$ cat src/shared/ect_pkg.sv
package ect_pkg;
	// Register indices; byte address is four times the index
	localparam logic [7:0] IDX_CTRL_FIRST = 8'h00;
	localparam logic [7:0] IDX_CTRL_SECOND = 8'h01;
	localparam logic [7:0] IDX_EVENT_CTRL = 8'h04;
	localparam logic [7:0] IDX_INT_ENABLE = 8'h05;
	localparam logic [7:0] IDX_INT_FLAG = 8'h06;
	localparam logic [7:0] IDX_RUN_STATE = 8'h07;
	localparam logic [7:0] IDX_DEBUG_CTRL = 8'h08;
	localparam logic [7:0] IDX_WIDE_BUF = 8'h09;
	localparam logic [7:0] IDX_COUNTER = 8'h0A;
	localparam logic [7:0] IDX_COMPARE = 8'h0C;
	localparam int ADDR_W = 12;

	// control_first fields
	localparam int CF_ENABLE = 0;
	localparam int CF_CLOCK_SOURCE_SELECT_LO = 1;
	localparam int CF_RESTART_SYNC = 4;
	localparam int CF_RUN_STANDBY = 6;
	localparam logic [7:0] CF_MASK = 8'h57;
	// control_second fields
	localparam int CS_MODE_LO = 0;
	localparam int CS_OUT_EN = 4;
	localparam int CS_INIT_LVL = 5;
	localparam int CS_OUTPUT_ENABLE_A = 6;
	localparam logic [7:0] CS_MASK = 8'h77;
	// event_input_control fields
	localparam int EV_INPUT_EN = 0;
	localparam int EV_EDGE = 4;
	localparam int EV_FILTER = 6;
	localparam logic [7:0] EV_MASK = 8'h51;
	// Single-bit registers keep their bit in position 0
	localparam int BIT0 = 0;
	localparam logic [7:0] BIT0_MASK = 8'h01;

	localparam logic [7:0] BYTE_RST = 8'h00;
	localparam logic [15:0] WORD_RST = 16'h0000;
	localparam logic [15:0] WORD_ONE = 16'h0001;
	localparam logic [7:0] IRQ_VECTOR_OFFSET = 8'h00;
	localparam int FILTER_LEN = 4;

	localparam logic [1:0] PERIPHERAL_CLOCK = 2'h0;
	localparam logic [1:0] PERIPHERAL_CLOCK_DIV2 = 2'h1;
	localparam logic [1:0] CLK_COMPANION = 2'h2;

	localparam logic [2:0] MODE_PERIODIC = 3'h0;
	localparam logic [2:0] MODE_TIMEOUT = 3'h1;
	localparam logic [2:0] MODE_CAPTURE_FLAG_EVT = 3'h2;
	localparam logic [2:0] MODE_FREQ = 3'h3;
	localparam logic [2:0] MODE_PULSE = 3'h4;
	localparam logic [2:0] MODE_FREQ_PULSE = 3'h5;
	localparam logic [2:0] MODE_SINGLE = 3'h6;
	localparam logic [2:0] MODE_PWM8 = 3'h7;

	typedef enum logic [1:0] {FP_IDLE, FP_HIGH, FP_LOW, FP_DONE} ect_fp_e;
endpackage
$ cat src/shared/ect_core_if.sv
`timescale 1ns/1ps
interface ect_core_if;
	logic ev_level;
	logic filter_en;
	logic rise;
	logic fall;
	logic [1:0] clk_sel;
	logic comp_tick;
	logic run_en;
	logic tick;
	modport filt(input ev_level, filter_en, output rise, fall);
	modport tick_src(input clk_sel, comp_tick, run_en, output tick);
	modport core(output ev_level, filter_en, clk_sel, comp_tick, run_en,
		input rise, fall, tick);
endinterface

$ cat src/design/ect_capture_timer.sv
`timescale 1ns/1ps
// Operation
// [RULE_01] Each mode's interrupt condition sets the capture flag.
// [RULE_02] Interrupt line high while flag and enable both set.
// [RULE_03] Enable bit write never changes the flag.
// [RULE_04] Stop in power-down; standby runs only with run_in_standby.
// [RULE_05] Run_in_standby bit 6 ignored when clock select is companion.
// [RULE_06] Restart_with_companion bit 4 restarts counter with companion.
// [RULE_07] Clock select: peripheral, half peripheral, companion, reserved.
// [RULE_08] Enable bit 0 of control_first switches timer on.
// [RULE_09] Single-shot output high on start, or at event if output_enable_a.
// [RULE_10] Output initial level bit 5 sets the pin's idle level; single-shot and PWM modes ignore it.
// [RULE_11] Compare output enable bit 4 zero forces output low.
// [RULE_12] Three-bit mode field selects one of eight modes.
// [RULE_13] Filter bit 6 turns on event noise cancellation.
// [RULE_14] Periodic and PWM modes ignore event edges.
// [RULE_15] Time-out mode: one edge starts, the other stops counting.
// [RULE_16] Capture mode: selected edge loads capture and flags.
// [RULE_17] Frequency mode: selected edge captures, clears, restarts, flags.
// [RULE_18] Pulse mode: one edge restarts, the other captures and flags.
// [RULE_19] Combined mode edge 0: rise restart, fall capture, rise stop.
// [RULE_20] Combined mode edge 1: same sequence with polarities swapped.
// [RULE_21] Single-shot starts on rising edge, or both edges if edge set.
// [RULE_22] Each flag set also emits a one-cycle event strobe.
// [RULE_23] Filter passes a change after four equal clock samples.
// [RULE_24] Flag clears on write one, or capture read in capture modes.
// [RULE_25] Run state bit reads one while the counter counts.
module ect_capture_timer
	import ect_pkg::*;
(
	input wire logic pclk,
	input wire logic presetn,
	input wire logic psel,
	input wire logic penable,
	input wire logic pwrite,
	input wire logic [ADDR_W-1:0] paddr,
	input wire logic [31:0] pwdata,
	output logic [31:0] prdata,
	output logic pready,
	output logic pslverr,
	input wire logic event_in,
	input wire logic companion_tick,
	input wire logic companion_restart,
	input wire logic sleep_standby,
	input wire logic sleep_powerdown,
	input wire logic debug_halt,
	output logic irq,
	output logic event_strobe,
	output logic wave_out
);
	logic [7:0] control_first;
	logic [7:0] control_second;
	logic [7:0] event_input_control;
	logic [7:0] interrupt_enable;
	logic [7:0] debug_halt_control;
	logic [7:0] wide_access_buffer;
	logic [15:0] counter_value;
	logic [15:0] compare_capture_value;
	logic capture_flag;
	logic running;
	logic enable_q;
	logic ss_pending;
	ect_fp_e fp_state;

	logic [15:0] next_cnt;
	logic next_run;
	logic next_flag;
	logic next_wave;
	ect_fp_e next_fp;
	logic capture_flag_set;
	logic cap_load;
	logic ss_trig;
	logic flag_clr;
	logic halted;
	logic ev_ok;
	logic ev_pos;
	logic ev_neg;
	logic access;
	logic [31:0] rd_mux;
	logic rd_hit;

	wire logic timer_en = control_first[CF_ENABLE];
	wire logic [1:0] clk_sel = control_first[CF_CLOCK_SOURCE_SELECT_LO +: 2];
	wire logic [2:0] mode = control_second[CS_MODE_LO +: 3];
	wire logic edge_sel = event_input_control[EV_EDGE];

	ect_core_if core_bus();

	ect_noise_filter u_filter (
		.pclk(pclk),
		.presetn(presetn),
		.bus(core_bus.filt)
	);

	ect_tick_gen u_tick (
		.pclk(pclk),
		.presetn(presetn),
		.bus(core_bus.tick_src)
	);

	assign core_bus.ev_level = event_in;
	assign core_bus.filter_en = event_input_control[EV_FILTER]; // [RULE_13]
	assign core_bus.clk_sel = clk_sel;
	assign core_bus.comp_tick = companion_tick;
	assign core_bus.run_en = timer_en & ~halted; // [RULE_08]

	function automatic logic at(input logic [7:0] idx);
		at = paddr == {2'b00, idx, 2'b00};
	endfunction

	assign access = psel & penable & pready;

	function automatic logic wr(input logic [7:0] idx);
		wr = access & pwrite & at(idx);
	endfunction

	// Companion clock drives this timer in standby regardless of the bit
	always_comb begin
		halted = sleep_powerdown; // [RULE_04]
		if (sleep_standby && !control_first[CF_RUN_STANDBY]
			&& clk_sel != CLK_COMPANION) begin // [RULE_05]
			halted = 1'b1;
		end
		if (debug_halt && !debug_halt_control[BIT0]) begin
			halted = 1'b1;
		end
	end

	assign ev_ok = timer_en & ~halted & event_input_control[EV_INPUT_EN];
	assign ev_pos = edge_sel ? core_bus.fall : core_bus.rise;
	assign ev_neg = edge_sel ? core_bus.rise : core_bus.fall;

	assign flag_clr = wr(IDX_INT_FLAG) & pwdata[BIT0]
		| access & ~pwrite & at(IDX_COMPARE)
		& (mode >= MODE_CAPTURE_FLAG_EVT) & (mode <= MODE_FREQ_PULSE); // [RULE_24]

	always_comb begin
		next_cnt = counter_value;
		next_run = running;
		next_fp = fp_state;
		capture_flag_set = 1'b0;
		cap_load = 1'b0;
		ss_trig = 1'b0;
		if (!timer_en) begin
			next_run = 1'b0;
			next_fp = FP_IDLE;
		end else begin
			if (!enable_q) begin
				next_run = mode != MODE_TIMEOUT && mode != MODE_FREQ_PULSE;
			end
			if (core_bus.tick && running) begin
				case (mode)
					MODE_PWM8: begin
						if (counter_value[7:0] == compare_capture_value[7:0]) begin
							next_cnt = WORD_RST;
							capture_flag_set = 1'b1; // [RULE_01]
						end else begin
							next_cnt = counter_value + WORD_ONE;
						end
					end
					MODE_PERIODIC, MODE_TIMEOUT: begin
						if (counter_value == compare_capture_value) begin
							next_cnt = WORD_RST;
							capture_flag_set = 1'b1; // [RULE_01]
						end else begin
							next_cnt = counter_value + WORD_ONE;
						end
					end
					MODE_SINGLE: begin
						if (counter_value == compare_capture_value) begin
							next_run = 1'b0;
							capture_flag_set = 1'b1; // [RULE_01]
						end else begin
							next_cnt = counter_value + WORD_ONE;
						end
					end
					default: next_cnt = counter_value + WORD_ONE;
				endcase
			end
			if (ev_ok) begin
				case (mode) // [RULE_12]
					MODE_TIMEOUT: begin
						if (ev_pos) begin
							next_run = 1'b1; // [RULE_15]
						end
						if (ev_neg) begin
							next_run = 1'b0; // [RULE_15]
						end
					end
					MODE_CAPTURE_FLAG_EVT: begin
						if (ev_pos) begin
							cap_load = 1'b1; // [RULE_16]
							capture_flag_set = 1'b1;
						end
					end
					MODE_FREQ: begin
						if (ev_pos) begin
							cap_load = 1'b1; // [RULE_17]
							capture_flag_set = 1'b1;
							next_cnt = WORD_RST;
							next_run = 1'b1;
						end
					end
					MODE_PULSE: begin
						if (ev_pos) begin
							next_cnt = WORD_RST; // [RULE_18]
							next_run = 1'b1;
						end
						if (ev_neg) begin
							cap_load = 1'b1; // [RULE_18]
							capture_flag_set = 1'b1;
						end
					end
					MODE_FREQ_PULSE: begin
						case (fp_state) // [RULE_19] [RULE_20]
							FP_IDLE: begin
								if (ev_pos) begin
									next_cnt = WORD_RST;
									next_run = 1'b1;
									next_fp = FP_HIGH;
								end
							end
							FP_HIGH: begin
								if (ev_neg) begin
									cap_load = 1'b1;
									next_fp = FP_LOW;
								end
							end
							FP_LOW: begin
								if (ev_pos) begin
									next_run = 1'b0;
									capture_flag_set = 1'b1;
									next_fp = FP_DONE;
								end
							end
							default: ;
						endcase
					end
					MODE_SINGLE: begin
						// Events during a running shot are dropped
						if (!running && !ss_pending
							&& (core_bus.rise || edge_sel && core_bus.fall)) begin
							ss_trig = 1'b1; // [RULE_21]
						end
					end
					default: ; // [RULE_14]
				endcase
			end
			if (ss_pending) begin
				next_cnt = WORD_RST;
				next_run = 1'b1;
			end
			if (fp_state == FP_DONE && flag_clr) begin
				next_fp = FP_IDLE;
			end
			if (control_first[CF_RESTART_SYNC] && companion_restart
				&& !halted) begin
				next_cnt = WORD_RST; // [RULE_06]
			end
		end
	end

	// Set beats a clear landing in the same cycle
	assign next_flag = capture_flag_set | (capture_flag & ~flag_clr); // [RULE_24]

	always_comb begin
		if (!control_second[CS_OUT_EN]) begin
			next_wave = 1'b0; // [RULE_11]
		end else begin
			case (mode)
				MODE_SINGLE: begin
					next_wave = next_run; // [RULE_09]
					if (control_second[CS_OUTPUT_ENABLE_A] && (ss_trig || ss_pending)) begin
						next_wave = 1'b1; // [RULE_09]
					end
				end
				MODE_PWM8: begin
					next_wave = compare_capture_value[7:0] != BYTE_RST
						&& next_cnt[7:0] < compare_capture_value[15:8];
				end
				default: next_wave = control_second[CS_INIT_LVL]; // [RULE_10]
			endcase
		end
	end

	always_ff @(posedge pclk or negedge presetn) begin
		if (!presetn) begin
			control_first <= BYTE_RST;
			control_second <= BYTE_RST;
			event_input_control <= BYTE_RST;
			interrupt_enable <= BYTE_RST;
			debug_halt_control <= BYTE_RST;
			wide_access_buffer <= BYTE_RST;
		end else begin
			if (wr(IDX_CTRL_FIRST)) begin
				control_first <= pwdata[7:0] & CF_MASK;
			end
			if (wr(IDX_CTRL_SECOND)) begin
				control_second <= pwdata[7:0] & CS_MASK;
			end
			if (wr(IDX_EVENT_CTRL)) begin
				event_input_control <= pwdata[7:0] & EV_MASK;
			end
			if (wr(IDX_INT_ENABLE)) begin
				interrupt_enable <= pwdata[7:0] & BIT0_MASK; // [RULE_03]
			end
			if (wr(IDX_DEBUG_CTRL)) begin
				debug_halt_control <= pwdata[7:0] & BIT0_MASK;
			end
			if (wr(IDX_WIDE_BUF)) begin
				wide_access_buffer <= pwdata[7:0];
			end
		end
	end

	// Software writes to the counter win over counting
	always_ff @(posedge pclk or negedge presetn) begin
		if (!presetn) begin
			counter_value <= WORD_RST;
		end else if (wr(IDX_COUNTER)) begin
			counter_value <= pwdata[15:0];
		end else begin
			counter_value <= next_cnt;
		end
	end

	always_ff @(posedge pclk or negedge presetn) begin
		if (!presetn) begin
			compare_capture_value <= WORD_RST;
		end else if (wr(IDX_COMPARE)) begin
			compare_capture_value <= pwdata[15:0];
		end else if (cap_load) begin
			compare_capture_value <= counter_value;
		end
	end

	always_ff @(posedge pclk or negedge presetn) begin
		if (!presetn) begin
			running <= 1'b0;
			enable_q <= 1'b0;
			ss_pending <= 1'b0;
			fp_state <= FP_IDLE;
		end else begin
			running <= next_run; // [RULE_25]
			enable_q <= timer_en;
			ss_pending <= ss_trig;
			fp_state <= next_fp;
		end
	end

	always_ff @(posedge pclk or negedge presetn) begin
		if (!presetn) begin
			capture_flag <= 1'b0;
			irq <= 1'b0;
			event_strobe <= 1'b0;
			wave_out <= 1'b0;
		end else begin
			capture_flag <= next_flag; // [RULE_01]
			irq <= next_flag & interrupt_enable[BIT0]; // [RULE_02]
			event_strobe <= capture_flag_set; // [RULE_22]
			wave_out <= next_wave;
		end
	end

	always_comb begin
		rd_hit = 1'b1;
		rd_mux = '0;
		case (paddr)
			{2'b00, IDX_CTRL_FIRST, 2'b00}: rd_mux[7:0] = control_first;
			{2'b00, IDX_CTRL_SECOND, 2'b00}: rd_mux[7:0] = control_second;
			{2'b00, IDX_EVENT_CTRL, 2'b00}: rd_mux[7:0] = event_input_control;
			{2'b00, IDX_INT_ENABLE, 2'b00}: rd_mux[7:0] = interrupt_enable;
			{2'b00, IDX_INT_FLAG, 2'b00}: rd_mux[BIT0] = capture_flag;
			{2'b00, IDX_RUN_STATE, 2'b00}: rd_mux[BIT0] = running; // [RULE_25]
			{2'b00, IDX_DEBUG_CTRL, 2'b00}: rd_mux[7:0] = debug_halt_control;
			{2'b00, IDX_WIDE_BUF, 2'b00}: rd_mux[7:0] = wide_access_buffer;
			{2'b00, IDX_COUNTER, 2'b00}: rd_mux[15:0] = counter_value;
			{2'b00, IDX_COMPARE, 2'b00}: rd_mux[15:0] = compare_capture_value;
			default: rd_hit = 1'b0;
		endcase
	end

	// One wait-free access cycle; answer registered from the setup cycle
	always_ff @(posedge pclk or negedge presetn) begin
		if (!presetn) begin
			pready <= 1'b0;
			pslverr <= 1'b0;
			prdata <= '0;
		end else begin
			pready <= psel & ~penable & ~pready;
			pslverr <= psel & ~penable & ~pready & ~rd_hit;
			if (psel && !penable && (!pwrite || !rd_hit)) begin
				prdata <= rd_mux;
			end
		end
	end
endmodule

$ cat src/design/ect_noise_filter.sv
`timescale 1ns/1ps
module ect_noise_filter
	import ect_pkg::*;
(
	input wire logic pclk,
	input wire logic presetn,
	ect_core_if.filt bus
);
	logic [FILTER_LEN-1:0] hist;
	logic level;
	logic level_q;

	always_ff @(posedge pclk or negedge presetn) begin
		if (!presetn) begin
			hist <= '0;
		end else begin
			hist <= {hist[FILTER_LEN-2:0], bus.ev_level};
		end
	end

	// With the filter on, level only moves once the sample history agrees
	always_ff @(posedge pclk or negedge presetn) begin
		if (!presetn) begin
			level <= 1'b0;
		end else if (!bus.filter_en) begin
			level <= bus.ev_level;
		end else if (hist == '1 || hist == '0) begin // [RULE_23]
			level <= hist[FILTER_LEN-1];
		end
	end

	always_ff @(posedge pclk or negedge presetn) begin
		if (!presetn) begin
			level_q <= 1'b0;
		end else begin
			level_q <= level;
		end
	end

	assign bus.rise = level & ~level_q;
	assign bus.fall = ~level & level_q;
endmodule

$ cat src/design/ect_tick_gen.sv
`timescale 1ns/1ps
module ect_tick_gen
	import ect_pkg::*;
(
	input wire logic pclk,
	input wire logic presetn,
	ect_core_if.tick_src bus
);
	logic half;

	// Divider only advances while the timer runs, keeps phase stable
	always_ff @(posedge pclk or negedge presetn) begin
		if (!presetn) begin
			half <= 1'b0;
		end else if (bus.run_en) begin
			half <= ~half;
		end
	end

	always_comb begin
		case (bus.clk_sel) // [RULE_07]
			PERIPHERAL_CLOCK: bus.tick = bus.run_en;
			PERIPHERAL_CLOCK_DIV2: bus.tick = bus.run_en & half;
			CLK_COMPANION: bus.tick = bus.run_en & bus.comp_tick;
			default: bus.tick = 1'b0;
		endcase
	end
endmodule

$ cat config.mk
export PLATFORM = sky130hd
export DESIGN_NAME = ect_capture_timer
export DESIGN_NICKNAME = d
export VERILOG_FILES = /design/src/shared/ect_pkg.sv /design/src/shared/ect_core_if.sv /design/src/design/ect_capture_timer.sv /design/src/design/ect_noise_filter.sv /design/src/design/ect_tick_gen.sv
export SDC_FILE = /design/constraint.sdc
export NUM_CORES = 1
export LEC_CHECK = 0
export BUFFER_PORTS_ARGS = -buffer_cell sky130_fd_sc_hd__buf_4
export CORE_MARGIN = 2
export CORE_UTILIZATION = 35
export DETAILED_ROUTE_END_ITERATION = 8
export PLACE_DENSITY = 0.63
export RECOVER_POWER = 50
export SYNTH_ARGS = -nofsm -noshare
export SYNTH_HDL_FRONTEND = slang
export SYNTH_HIERARCHICAL = 1
export SYNTH_SLANG_ARGS = --single-unit
$ cat constraint.sdc
create_clock -name pclk -period 7.55 [get_ports pclk]
set_input_delay 0.3775 -clock pclk [delete_from_list [all_inputs] [get_ports pclk]]
set_output_delay 0.3775 -clock pclk [all_outputs]
set_load 0.03 [all_outputs]
==> impl_metrics.toml <==
[global_routing]
grt_max_degree = 74
use_met1_pct = 24.90
overflow = 0
met3_usage_pct = 2.972
use_met2_pct = 31.13
busiest_layer = "met2"
grt_pass1_vias = 4751
antenna_found_initial = 0
track_usage_pct = 18.56
grt_pass1_wl_mm = 24.72

[timing]
maxSlewHeadroom_pct = -167.3
final_hold_viol_count = 0
skew_ns = 0.01131
finalSetupViolCount = 0
fmax_mhz = 184.1
min_period_ns = 5.433
grt_setup_unrepaired = "false"
setup-tns-final_ns = 0
fin_crit_sh_pct = 71.96
max_slew.worst_pin.slew_ns = 4.010
finalMaxSlewViolations = 82

[run_status]
status = "finished, violations left"
violations = "capacitance limit, slew limit"

[power]
p_leak_uw = 0.002715
p_int_uw = 848.0
combPwrFrac_pct = 8.6
clkPwrFrac_pct = 46.9
swShare_pct = 24.79
p_sw_uw = 279.5
ir_drop_mv = 0.1006
powerDensity_mw_per_mm2 = 176.9
seq_power_share_pct = 44.5

[route]
wire_per_inst_um = 17.92
drc = 0
num_vias = 4781
drtIter0Drc = 379
drtPass1Iterations = 5
drtAntennaViolNets = 0
routed_via_density = 5.592
wirelength_mm = 15.33

[flow_run]
cap_viol_max_count = 2

[clocking]
clock_path_buffers = 2
cts_tree = "yes"
cts_made_buffers = 9
ctsResizeCount = 0
clkLatencyLatePin_ns = 0.35
htreeDepth = 3
clockRootBuffer = "clkbuf_16"
clock-sinks = 90
path_clk_slew_ns = 0.07

[floorplanning]
fp-row-count = 46
design.portCount = 92
die_h_um = 130.6
core_area_mm2 = 0.01577
dieArea_mm2 = 0.01706
die_width_um = 130.6
start_util_pct = 35.58

[yosys]
ys.flop_type = "dfrtp_1"
synth_seq_cells = 90
seq_area_frac_synth_pct = 40.13
syn_inst = 598
synth_edf_count = 0
yosysUniqueCellTypes = 66
syn_area_mm2 = 0.005612
async_flop_share_pct = 100.0
syn_avg_cell_area_um2 = 9.384
yosys_warnings = 6

[worst_setup_path]
arrival_ns = 5.71
worstPathRequired_ns = 7.82
crit_path_end_kind = "register"
cp_max_fo = 13
criticalPathCategory = "reg -> reg"
start_kind = "register"

[place]
io_buffers = 59
gp_congestion = 0.8456
hpwlAfterDp_mm = 11.18

[layout]
area_growth_pct = 13.56
final_util_pct = 40.41
diodes = 0
final_net_count = 707
drive_gt1_share_pct = 15.81

[worst_hold_path]
hp-class = "in -> reg"
## power groups by stage
stage	combinational [uW]	sequential [uW]	clock, uW
floorplan	37.8	531	0
detailed placement	107	511	0
global route	106	503	558
global placement	106	511	0
CTS	108	502	535
finish	97.2	502	528
## layout make-up
type                            count  area (um2)
Clock buffer                        9       225.2
Clock inverter                      7       121.4
Fill cell                        1569        9398
Inverter                           22       82.58
Multi-Input combinational cell    448        3035
Sequential cell                    90        2252
Tap cell                          216       270.3
Timing Repair Buffer               63       385.4
## critical path, cell delays in order, from the launching register on
cell and delay [ns]:
dfrtp_1 0.64, nand2b_1 0.16, a2111oi_0 1.71, a311oi_2 0.45, and2_1 0.46, o21ai_4 0.28, a31oi_2 0.15, ha_1 0.34
a21o_1 0.17, a2111oi_0 0.36, and3_1 0.25, nand3b_1 0.08, a41o_1 0.20, nand3_1 0.10
## per-stage QoR
step	total power, uW	instance area (um2)	worst slack (ns)	instances	hold WS [ns]
2_1_floorplan	569.0	5668	4.151	613	0.08191
3_3_place_gp	616.9	6131	3.242	838	0.2551
3_5_place_dp	618.8	6131	3.163	838	0.2619
4_1_cts	1145	6487	3.154	855	0.1429
5_1_grt	1167	6372	1.559	855	0.1654
6_report	1128	6372	2.117	855	0.1657
## cell families (layout without fill, tap and decap cells)
logic type	count (synthesis)	count (layout)	synth area share (%)
flip-flops	90	90	40.13
AO/OA/AOI/OAI	144	144	18.37
AND/OR/NAND/NOR	203	203	18.33
buffers and inverters	75	101	6.555
adder cells (fa/ha/maj)	18	18	4.013
other	1	16	0.06683
multiplexers	50	50	9.877
XOR/XNOR	17	17	2.653
## cells in the mapped netlist (all sizes together), types with 8 or more instances
library cell,count,area [um2]
nor3,14,75.07
o21ai,14,81.33
nand3,14,70.07
and2,9,58.81
clkbuf,22,83.83
ha,18,225.2
dfrtp,90,2252
mux2i,19,190.2
nor2b,10,62.56
xor2,17,148.9
a21oi,46,230.2
nor2,74,277.8
nor4,12,93.84
nand2,34,127.6
a222oi,8,80.08
mux2,30,341.6
inv,22,82.58
a22oi,13,97.59
a31oi,16,118.9
buf,31,201.5
## routing by layer
metal | part of all wire [%] | routed length (um)
met1 | 44 | 6800
met2 | 49 | 7520
met3 | 5.2 | 790
met4 | 1.4 | 213
met5 | 0 | 0
## layout by cell type (no fill, tap or decap), types with 13 or more instances in the layout
master     n
a31oi_1   13
clkbuf_1  24
conb_1    16
nor2_1    74
nand2_1   34
ha_1      18
nor3_1    13
mux2_2    28
xor2_1    17
a22oi_1   13
nand3_1   14
inv_1     22
buf_4     37
dfrtp_1   90
mux2i_1   19
a21oi_1   45
## path summary, 6_finish.rpt
check,startpoint,end,slack (ns),cells past startpoint
max in group asynchronous,presetn,prdata[12],2.48,3
min in group asynchronous,presetn,prdata[4],0.72,2
min,event_in,u_filter/hist[0],0.17,1
max,control_first[0],wave_out,2.12,13
min reg2reg,u_filter/hist[0],u_filter/hist[1],0.41,0
max reg2reg,control_first[0],wave_out,2.12,13
## sequential cells by signal (all words and copies together), names as in the netlist, 2 cells and up
name,count
fp_state,2
control_first,5
prdata,16
compare_capture_value,16
wide_access_buffer,8
control_second,6
counter_value,16
u_filter/hist,4
event_input_control,3
## timing repair
item | CTS | global route
hold endpoints to repair | 17 | 0
buffers inserted | 0 | 0
hold buffers | 1 | 0
Power figures use the tool's default switching activity.
